`src/hw/ccap_params.svh`:
```
// Purpose: offsets, field positions and limits of the identify tail block
// Assumes: register index = printed byte offset, byte address = 4 * index
// Notes: 128-bit capacity fields span four consecutive indices, low word first
`ifndef CCAP_PARAMS_SVH
`define CCAP_PARAMS_SVH

// ----------------------------------------------------------------
// register indices
// ----------------------------------------------------------------
`define CCAP_IDX_APST 10'h109
`define CCAP_IDX_WARN 10'h10a
`define CCAP_IDX_CRIT 10'h10c
`define CCAP_IDX_FWACT 10'h10e
`define CCAP_IDX_HMPREF 10'h110
`define CCAP_IDX_HOST_BUFFER_MIN_SIZE 10'h114
`define CCAP_IDX_TOTAL 10'h118
`define CCAP_IDX_UNALLOC 10'h128
`define CCAP_IDX_CTRL 10'h140
`define CCAP_IDX_STATUS 10'h141

// ----------------------------------------------------------------
// field positions
// ----------------------------------------------------------------
`define CCAP_CTRL_CAPTURE 0
`define CCAP_CTRL_AUTO 1
`define CCAP_ST_WARN_NZ 0
`define CCAP_ST_CRIT_NZ 1
`define CCAP_ST_REV_OK 2
`define CCAP_ST_HMB_ORDER 3
`define CCAP_ST_FW_OK 4
`define CCAP_ST_CAP_OK 5
`define CCAP_ST_HMB_SUP 6
`define CCAP_ST_APST_SUP 7
`define CCAP_ST_CFG_OK 8
`define CCAP_ST_W 9
`define CCAP_OPTIONAL_ADMIN_CMD_SUPPORT_NS_BIT 3
`define CCAP_FIRMWARE_UPDATE_ATTRS_NORST_BIT 4

// ----------------------------------------------------------------
// limits and defaults
// ----------------------------------------------------------------
`define CCAP_REV_MIN 16'h0102
`define CCAP_WARN_RECOMMENDED 16'h0157

`endif

```
`src/hw/ccap_pkg.sv`:
```
// Purpose: types of the identify tail block
// Assumes: ccap_params.svh gives the status width
// Notes: one packed struct carries all state of the main module
`include "ccap_params.svh"
package ccap_pkg;

  typedef struct packed {
    logic pready;
    logic pslverr;
    logic [31:0] prdata;
    logic captured;
    logic auto_track;
    logic [`CCAP_ST_W-1:0] status;
  } ccap_state_t;

endpackage

```
`src/hw/ccap_regs.sv`:
```
// Purpose: APB read-only identify tail fields plus consistency status
// Assumes: admin support and firmware attribute inputs come from same clock
// Notes: answers one cycle after setup; capture refreshes status
`timescale 1ns/1ps
`include "ccap_params.svh"
module ccap_regs
  import ccap_pkg::*;
#(
  parameter logic APST_SUPPORTED = 1'b1,
  parameter logic [15:0] WARN_TEMP = `CCAP_WARN_RECOMMENDED,
  parameter logic [15:0] CRIT_TEMP = 16'h0170,
  parameter logic [15:0] FW_ACT_TIME = 16'h000a,
  parameter logic [31:0] HMB_PREF = 32'h0000_0000,
  parameter logic [31:0] HMB_MIN = 32'h0000_0000,
  parameter logic [127:0] TOTAL_CAP = 128'h0,
  parameter logic [127:0] UNALLOC_CAP = 128'h0,
  parameter logic [15:0] SPEC_REV = 16'h0102
) (
  input wire logic clk_sys_in,
  input wire logic rst_n_in,
  input wire logic psel_in,
  input wire logic penable_in,
  input wire logic pwrite_in,
  input wire logic [11:0] paddr_in,
  input wire logic [31:0] pwdata_in,
  input wire logic [3:0] pstrb_in,
  input wire logic [15:0] optional_admin_cmd_support_in,
  input wire logic [7:0] firmware_update_attrs_in,
  output logic [31:0] prdata_out,
  output logic pready_out,
  output logic pslverr_out,
  output logic config_ok_out,
  output logic hmb_supported_out,
  output logic apst_supported_out
);

  ccap_state_t st;
  ccap_state_t next_st;

  logic [9:0] idx;
  logic aligned;
  logic setup;
  logic done;
  logic wr_ctrl;
  logic capture;
  logic hit;
  logic hit_total;
  logic hit_unalloc;
  logic [31:0] rd;
  logic [31:0] total_word;
  logic [31:0] unalloc_word;
  logic warn_nz;
  logic crit_nz;
  logic rev_ok;
  logic hmb_order;
  logic fw_ok;
  logic cap_ok;
  logic [`CCAP_ST_W-1:0] new_status;

  // ----------------------------------------------------------------
  // address decode
  // ----------------------------------------------------------------
  assign idx = paddr_in[11:2];
  assign aligned = (paddr_in[1:0] == 2'h0);
  assign setup = psel_in & ~penable_in;
  assign done = st.pready & psel_in & penable_in;
  assign hit_total = (idx[9:2] == `CCAP_IDX_TOTAL >> 2);
  assign hit_unalloc = (idx[9:2] == `CCAP_IDX_UNALLOC >> 2);
  // control write takes effect only on the completing edge
  assign wr_ctrl = done & pwrite_in & aligned & pstrb_in[0] &
                   (idx == `CCAP_IDX_CTRL);

  ccap_field_word #(
    .FIELD_W(128)
  ) u_total (
    .field_in(TOTAL_CAP),
    .sel_in(idx[1:0]),
    .word_out(total_word)
  );

  ccap_field_word #(
    .FIELD_W(128)
  ) u_unalloc (
    .field_in(UNALLOC_CAP),
    .sel_in(idx[1:0]),
    .word_out(unalloc_word)
  );

  // ----------------------------------------------------------------
  // read mux
  // ----------------------------------------------------------------
  always_comb begin
    rd = 32'h0;
    hit = 1'b1;
    if (idx == `CCAP_IDX_APST) begin
      rd = {31'h0, APST_SUPPORTED};
    end else if (idx == `CCAP_IDX_WARN) begin
      rd = {16'h0, WARN_TEMP};
    end else if (idx == `CCAP_IDX_CRIT) begin
      rd = {16'h0, CRIT_TEMP};
    end else if (idx == `CCAP_IDX_FWACT) begin
      rd = {16'h0, FW_ACT_TIME};
    end else if (idx == `CCAP_IDX_HMPREF) begin
      rd = HMB_PREF;
    end else if (idx == `CCAP_IDX_HOST_BUFFER_MIN_SIZE) begin
      rd = HMB_MIN;
    end else if (hit_total) begin
      rd = total_word;
    end else if (hit_unalloc) begin
      rd = unalloc_word;
    end else if (idx == `CCAP_IDX_CTRL) begin
      rd = {30'h0, st.auto_track, 1'b0};
    end else if (idx == `CCAP_IDX_STATUS) begin
      rd = {{(32-`CCAP_ST_W){1'b0}}, st.status};
    end else begin
      hit = 1'b0;
    end
  end

  // ----------------------------------------------------------------
  // consistency checks
  // ----------------------------------------------------------------
  assign warn_nz = (WARN_TEMP != 16'h0);
  assign crit_nz = (CRIT_TEMP != 16'h0);
  assign rev_ok = (SPEC_REV < `CCAP_REV_MIN) | (warn_nz & crit_nz);
  assign hmb_order = (HMB_PREF == 32'h0) | (HMB_PREF >= HMB_MIN);
  assign fw_ok = ~firmware_update_attrs_in[`CCAP_FIRMWARE_UPDATE_ATTRS_NORST_BIT] |
                 (FW_ACT_TIME != 16'h0);
  assign cap_ok = ~optional_admin_cmd_support_in[`CCAP_OPTIONAL_ADMIN_CMD_SUPPORT_NS_BIT] |
                  (TOTAL_CAP != 128'h0);

  always_comb begin
    new_status = '0;
    new_status[`CCAP_ST_WARN_NZ] = warn_nz;
    new_status[`CCAP_ST_CRIT_NZ] = crit_nz;
    new_status[`CCAP_ST_REV_OK] = rev_ok;
    new_status[`CCAP_ST_HMB_ORDER] = hmb_order;
    new_status[`CCAP_ST_FW_OK] = fw_ok;
    new_status[`CCAP_ST_CAP_OK] = cap_ok;
    new_status[`CCAP_ST_HMB_SUP] = (HMB_PREF != 32'h0);
    new_status[`CCAP_ST_APST_SUP] = APST_SUPPORTED;
    new_status[`CCAP_ST_CFG_OK] = rev_ok & hmb_order & fw_ok & cap_ok;
  end

  // first capture follows reset release, so no port reaches the reset
  assign capture = ~st.captured | st.auto_track |
                   (wr_ctrl & pwdata_in[`CCAP_CTRL_CAPTURE]);

  // ----------------------------------------------------------------
  // next state
  // ----------------------------------------------------------------
  always_comb begin
    next_st = st;
    next_st.pready = setup & ~st.pready;
    next_st.pslverr = 1'b0;
    if (setup & ~st.pready) begin
      next_st.pslverr = ~(hit & aligned);
      next_st.prdata = (pwrite_in | ~(hit & aligned)) ? 32'h0 : rd;
    end
    if (wr_ctrl) begin
      next_st.auto_track = pwdata_in[`CCAP_CTRL_AUTO];
    end
    if (capture) begin
      next_st.captured = 1'b1;
      next_st.status = new_status;
    end
  end

  always_ff @(posedge clk_sys_in or negedge rst_n_in) begin
    if (!rst_n_in) begin
      st <= '0;
    end else begin
      st <= next_st;
    end
  end

  // ----------------------------------------------------------------
  // outputs
  // ----------------------------------------------------------------
  assign prdata_out = st.prdata;
  assign pready_out = st.pready;
  assign pslverr_out = st.pslverr;
  assign config_ok_out = st.status[`CCAP_ST_CFG_OK];
  assign hmb_supported_out = st.status[`CCAP_ST_HMB_SUP];
  assign apst_supported_out = st.status[`CCAP_ST_APST_SUP];

  // ----------------------------------------------------------------
  // assertions
  // ----------------------------------------------------------------
  chk_apst_read_value: assert property (
    @(posedge clk_sys_in) disable iff (!rst_n_in)
    (pready_out && !pwrite_in && !pslverr_out &&
     idx == `CCAP_IDX_APST)
    |-> prdata_out == {31'h0, APST_SUPPORTED})
    else $error("autonomous transition byte read wrong");

  chk_warn_read_value: assert property (
    @(posedge clk_sys_in) disable iff (!rst_n_in)
    (psel_in && !penable_in && !pwrite_in && !pready_out &&
     paddr_in == {`CCAP_IDX_WARN, 2'h0})
    |=> pready_out && prdata_out == {16'h0, WARN_TEMP})
    else $error("warning threshold read wrong");

  chk_rev_thresholds: assert property (
    @(posedge clk_sys_in) disable iff (!rst_n_in)
    (pready_out && !pwrite_in && !pslverr_out &&
     idx == `CCAP_IDX_STATUS)
    |-> prdata_out[`CCAP_ST_REV_OK] == (SPEC_REV < `CCAP_REV_MIN ||
        (WARN_TEMP != 16'h0 && CRIT_TEMP != 16'h0)))
    else $error("revision threshold status wrong");

  chk_crit_read_value: assert property (
    @(posedge clk_sys_in) disable iff (!rst_n_in)
    (pready_out && !pwrite_in && !pslverr_out &&
     idx == `CCAP_IDX_CRIT)
    |-> prdata_out[31:16] == 16'h0 && prdata_out[15:0] == CRIT_TEMP)
    else $error("critical threshold read wrong");

  chk_fw_time_valid: assert property (
    @(posedge clk_sys_in) disable iff (!rst_n_in)
    rst_n_in && capture |=>
      st.status[`CCAP_ST_FW_OK] ==
      (!$past(firmware_update_attrs_in[`CCAP_FIRMWARE_UPDATE_ATTRS_NORST_BIT]) ||
       FW_ACT_TIME != 16'h0))
    else $error("activation time check wrong");

  chk_hmb_support: assert property (
    @(posedge clk_sys_in) disable iff (!rst_n_in)
    $rose(st.captured) |->
      hmb_supported_out == (HMB_PREF != 32'h0) &&
      st.status[`CCAP_ST_HMB_ORDER] ==
      (HMB_PREF == 32'h0 || HMB_PREF >= HMB_MIN))
    else $error("host buffer support wrong");

  chk_host_buffer_min_size_read_value: assert property (
    @(posedge clk_sys_in) disable iff (!rst_n_in)
    (pready_out && !pwrite_in && !pslverr_out &&
     idx == `CCAP_IDX_HOST_BUFFER_MIN_SIZE)
    |-> prdata_out == HMB_MIN)
    else $error("minimum buffer size read wrong");

  chk_capacity_read: assert property (
    @(posedge clk_sys_in) disable iff (!rst_n_in)
    (pready_out && !pwrite_in && !pslverr_out && hit_total)
    |-> prdata_out == TOTAL_CAP[idx[1:0]*32 +: 32])
    else $error("total capacity read wrong");

  chk_ns_capacity: assert property (
    @(posedge clk_sys_in) disable iff (!rst_n_in)
    rst_n_in && capture |=>
      st.status[`CCAP_ST_CAP_OK] ==
      (!$past(optional_admin_cmd_support_in[`CCAP_OPTIONAL_ADMIN_CMD_SUPPORT_NS_BIT]) ||
       TOTAL_CAP != 128'h0))
    else $error("capacity check wrong");

  chk_ro_write_ignored: assert property (
    @(posedge clk_sys_in) disable iff (!rst_n_in)
    (done && pwrite_in && idx != `CCAP_IDX_CTRL)
    |=> $stable(st.auto_track) && prdata_out == 32'h0 ##0 !pready_out)
    else $error("write to read-only field had effect");

  chk_apb_ready_timing: assert property (
    @(posedge clk_sys_in) disable iff (!rst_n_in)
    (psel_in && !penable_in && !pready_out)
    |=> pready_out ##1 !pready_out)
    else $error("apb answer timing wrong");

  chk_fwact_read_value: assert property (
    @(posedge clk_sys_in) disable iff (!rst_n_in)
    (pready_out && !pwrite_in && !pslverr_out &&
     idx == `CCAP_IDX_FWACT)
    |-> prdata_out == {16'h0, FW_ACT_TIME})
    else $error("activation time read wrong");

  chk_hmpref_read_value: assert property (
    @(posedge clk_sys_in) disable iff (!rst_n_in)
    (pready_out && !pwrite_in && !pslverr_out &&
     idx == `CCAP_IDX_HMPREF)
    |-> prdata_out == HMB_PREF)
    else $error("preferred buffer size read wrong");

  chk_unalloc_read: assert property (
    @(posedge clk_sys_in) disable iff (!rst_n_in)
    (pready_out && !pwrite_in && !pslverr_out && hit_unalloc)
    |-> prdata_out == UNALLOC_CAP[idx[1:0]*32 +: 32])
    else $error("unallocated capacity read wrong");

  chk_error_response: assert property (
    @(posedge clk_sys_in) disable iff (!rst_n_in)
    (psel_in && !penable_in && !pready_out && !(hit && aligned))
    |=> pready_out && pslverr_out && prdata_out == 32'h0)
    else $error("unmapped access answered wrong");

  chk_write_data_zero: assert property (
    @(posedge clk_sys_in) disable iff (!rst_n_in)
    (psel_in && !penable_in && pwrite_in && !pready_out)
    |=> pready_out && prdata_out == 32'h0)
    else $error("write returned read data");

  chk_ctrl_strobe_mask: assert property (
    @(posedge clk_sys_in) disable iff (!rst_n_in)
    (done && pwrite_in && idx == `CCAP_IDX_CTRL && !pstrb_in[0])
    |=> $stable(st.auto_track))
    else $error("masked control write had effect");

  chk_warn_nz_status: assert property (
    @(posedge clk_sys_in) disable iff (!rst_n_in)
    (pready_out && !pwrite_in && !pslverr_out &&
     idx == `CCAP_IDX_STATUS)
    |-> prdata_out[`CCAP_ST_WARN_NZ] == (WARN_TEMP != 16'h0))
    else $error("warning nonzero status wrong");

  chk_crit_nz_status: assert property (
    @(posedge clk_sys_in) disable iff (!rst_n_in)
    (pready_out && !pwrite_in && !pslverr_out &&
     idx == `CCAP_IDX_STATUS)
    |-> prdata_out[`CCAP_ST_CRIT_NZ] == (CRIT_TEMP != 16'h0))
    else $error("critical nonzero status wrong");

  chk_hmb_sup_status: assert property (
    @(posedge clk_sys_in) disable iff (!rst_n_in)
    (pready_out && !pwrite_in && !pslverr_out &&
     idx == `CCAP_IDX_STATUS)
    |-> prdata_out[`CCAP_ST_HMB_SUP] == (HMB_PREF != 32'h0))
    else $error("host buffer status read wrong");

  chk_apst_status: assert property (
    @(posedge clk_sys_in) disable iff (!rst_n_in)
    st.captured |-> apst_supported_out == APST_SUPPORTED)
    else $error("autonomous transition support wrong");

endmodule // ccap_regs

```
`src/hw/ccap_field_word.sv`:
```
// Purpose: picks one 32-bit word out of a wide field
// Assumes: field width is a multiple of 32, up to four words
// Notes: word 0 is the least significant
`timescale 1ns/1ps
module ccap_field_word #(
  parameter int FIELD_W = 128
) (
  input wire logic [FIELD_W-1:0] field_in,
  input wire logic [1:0] sel_in,
  output logic [31:0] word_out
);

  localparam int NWORDS = FIELD_W / 32;

  logic [31:0] words [4];

  // ----------------------------------------------------------------
  // word split
  // ----------------------------------------------------------------
  always_comb begin
    for (int i = 0; i < 4; i++) begin
      if (i < NWORDS) begin
        words[i] = field_in[i*32 +: 32];
      end else begin
        words[i] = 32'h0;
      end
    end
    word_out = words[sel_in];
  end

endmodule // ccap_field_word

```
`config.mk`:
```
export PLATFORM = sky130hd
export DESIGN_NAME = ccap_regs
export DESIGN_NICKNAME = d
export VERILOG_FILES = /design/src/hw/ccap_pkg.sv /design/src/hw/ccap_regs.sv /design/src/hw/ccap_field_word.sv
export VERILOG_INCLUDE_DIRS = /design/src /design/src/hw
export SDC_FILE = /design/constraint.sdc
export NUM_CORES = 1
export LEC_CHECK = 0
export ABC_AREA = 1
export BUFFER_PORTS_ARGS = -buffer_cell sky130_fd_sc_hd__clkbuf_2
export CAP_MARGIN = 5
export CORE_ASPECT_RATIO = 0.9
export CORE_MARGIN = 3
export CORE_UTILIZATION = 50
export DETAILED_ROUTE_END_ITERATION = 6
export GPL_TIMING_DRIVEN = 0
export HOLD_SLACK_MARGIN = 0.06
export PLACE_DENSITY = 0.77
export SYNTH_ARGS = -nofsm -noshare
export SYNTH_HDL_FRONTEND = slang
export SYNTH_HIERARCHICAL = 1
export SYNTH_SLANG_ARGS = --single-unit
```
`constraint.sdc`:
```
create_clock -name clk_sys_in -period 1.65 [get_ports clk_sys_in]
set_clock_uncertainty 0.2 [all_clocks]
set_input_delay 0.33 -clock clk_sys_in [delete_from_list [all_inputs] [get_ports clk_sys_in]]
set_output_delay 0.33 -clock clk_sys_in [all_outputs]
set_load 0.03 [all_outputs]
```
==> metrics <==
final worst setup slack=-0.06380 ns; H-Tree Depth=2; CTS tree=built; Max Freq=583.5 MHz; HPWL after DPL=11410 um; die area=~13000 um^2; final critical-path required period=between 1.5 and 2 ns; CP Data Arrival Time=1.73 ns; startpoint types=input pin; Clock Root Buffer=clkbuf_16; core area=10950 um^2; leakage=approximately 0.0043 uW; filler cell count=just over 1000; fin util=71.62%; Worst Tran Pin Value=0.9459 ns; ratio of cells with drive above 1 in the final layout=17.38%; Fin. Hold Viols=28; final wirelength=15570 um; crit end category=flop; antenna violations before repair=0; ys async rst share=100.0%; Critical Path Max Stage Delay=roughly 0.21 ns; row count=36; Area growth, synth to finish=38.58%; Cell Area, Synth=5657 um^2; Worst path depth=12; WP buf/inv=2; synthesized instance count=between 1000 and 1500; IO Count=114; power density cells=414.1 nW/um^2; flops & latches, synth=37; # nets final=1509; Post-CTS Hold Fix Bufs=1; most used cell, CP=nor2_4; commonest non-fill, non-tap cell in the layout=nand2_1; part of the power in the clock network=38.9%; clock latency on the worst-skew pair=around 0.28 ns; drt pass-1 iters=6; violated checks=negative hold slack, negative setup slack; Reg2Reg Depth=7; sequential power share=28.3%; largest net degree at the start of global routing=38; Int Power=approximately 2200 uW; Crit-path slowest cell=nor2_4; Sw Pwr=1086 uW; worst hold path type=input pin to async pin; worst endpoint required time=1.66 ns; Port Buf Inserts=56; synth unique cells=29; DRC=0; final antenna-violating net count=0; path type of the worst setup path=input pin to flop; Final Setup Violations=16; GRT overflow=0; area of the multi-input gates=4205 um^2; Comb power frac=32.8%; drt wl/cell=9.826 um; Tcrit/Tclk final=103.9%; Avg Synthesized Cell Area=5.185 um^2; RSZ-0062 raised after global routing=true; status=complete, but fails checks; diode count=0; GP Congestion=between 0.9 and 1; total clock sinks=37; Die Y=between 100 and 150 um; Worst VDD drop=0.0004601 V; Crit path max-delay family=simple AND/OR/NAND/NOR gates; total number of vias=6481; Max clock buf depth=2; crit path cell chain=buf_2 -> nand2_8 -> nor2_4 -> nand3_4 -> nand2_4 -> nor2_4 -> nand2_2 -> nand2_2 -> nor2_4 -> nand2_4 -> buf_12 -> o21ai_2; placed cells=1555; Primary FF master, synth=dfrtp_1; first-pass GRT wire length=25440 um; Cell Count, Final, Fillers Out=1585; max-slew violation count=0; total track usage=24.17%; switching part of the total=33.45%; number of global-route vias before repair=5446; CTS Buf Count=5; maximum net fanout on the critical path=5; Vias/cell=4.089; number of synthesized flops with an enable pin=0; drt initial violations=503; synth warn=6; max cap viols=0; clk slew on worst S/H paths=0.07 ns; final hold slack=-0.01725 ns; most frequent cells in the layout=423 x nand2_1, 270 x inv_1, 258 x conb_1; register area share after synthesis=16.37%; Initial Utilization=51.68%; Register Area=slightly above 900 um^2; Die W=118.1 um; slew margin rel.=36.94%
==> cell families after synthesis <==
group	share of synthesized area, %
buf+inv	29.93
compound gates	6.503
flops	16.37
mux	0.1991
simple gates	46.87
other cells	0.1328
==> per-layer routing <==
metal / up-vias / routed length [um] / part of all wire, % / GRT usage, %
met4: 0 / 187 / 1.2 / 4.519
met1: 2734 / 7433 / 48 / 35.84
li1: 3578 / - / - / -
met5: - / 0 / 0 / 0
met3: 14 / 868 / 5.6 / 1.635
met2: 155 / 7085 / 45 / 39.00
==> state kept, by name, indices dropped and copies added (netlist names) <==
name / count
pslverr_out: 1
prdata_out: 32
st: 2
apst_supported_out: 1
pready_out: 1
==> worst paths after layout <==
| path | startpoint | end | slack [ns] |
|---|---|---|---|
| setup / recovery | paddr_in[10] | prdata_out[17] | -0.06 |
| setup reg to reg | pready_out | prdata_out[17] | -0.04 |
| max in group asynchronous | rst_n_in | pready_out | 0.62 |
| hold reg to reg | prdata_out[27] | prdata_out[27] | 0.28 |
| min in group clk_sys_in | pwdata_in[1] | st[9] | 0.08 |
| hold / removal | rst_n_in | prdata_out[4] | -0.02 |
==> layout make-up <==
| cell class | instances | share of cell area, % |
|---|---|---|
| inverters | 285 | 14.14 |
| repair buffers | 78 | 6.496 |
| well taps | 152 | 2.426 |
| clock inverters | 3 | 0.8300 |
| multi-input cells | 938 | 53.65 |
| flip-flops and latches | 37 | 11.83 |
| clock buffers | 5 | 1.596 |
| plain buffers | 87 | 9.034 |
==> stage by stage <==
stage               area (um^2)  total power [uW]  hold WS (ns)  setup TNS (ns)  setup WS, ns
detailed placement         7202              1886        0.2627          -13.70       -0.4572
CTS                        7537              3161       0.02151         -0.1273      -0.02606
global route               7839              3465       0.05313          -2.492       -0.1302
finish                     7839              3246      -0.01725         -0.5543      -0.06380
floorplan                  6731              1665       -0.1656         -0.1577      -0.01577
global placement           7202              1877        0.2642          -13.16       -0.4594
==> what timing repair did <==
item | CTS | global route
gates cloned | 0 | 3
setup endpoints to repair | 30 | 33
pin swaps | 6 | 10
setup buffers | 5 | 13
resized for setup | 29 | 70
endpoints found under the hold margin | 38 | 13
==> synth_stat cells, types with 3 or more instances <==
library cell	count	area (um^2)
nand3_1	151	755.7
buf_6	15	168.9
nand2_2	6	37.54
a32o_1	12	120.1
nor2_1	15	56.30
nor2_4	4	45.04
o21ai_2	10	87.58
nand4_1	3	18.77
dfrtp_1	37	925.9
o21ai_0	26	130.1
buf_4	42	315.3
inv_2	5	18.77
inv_1	280	1051
clkbuf_1	8	30.03
nand2_1	435	1633
or2_2	4	25.02
buf_2	21	105.1
==> power by group through the flow <==
stage	registers, uW	clock network (uW)	logic, uW
finish	919	1260	1060
global route	920	1320	1230
CTS	919	1260	979
detailed placement	935	0	951
global placement	935	0	942
floorplan	947	0	718
(Power assumes the default switching activity.)
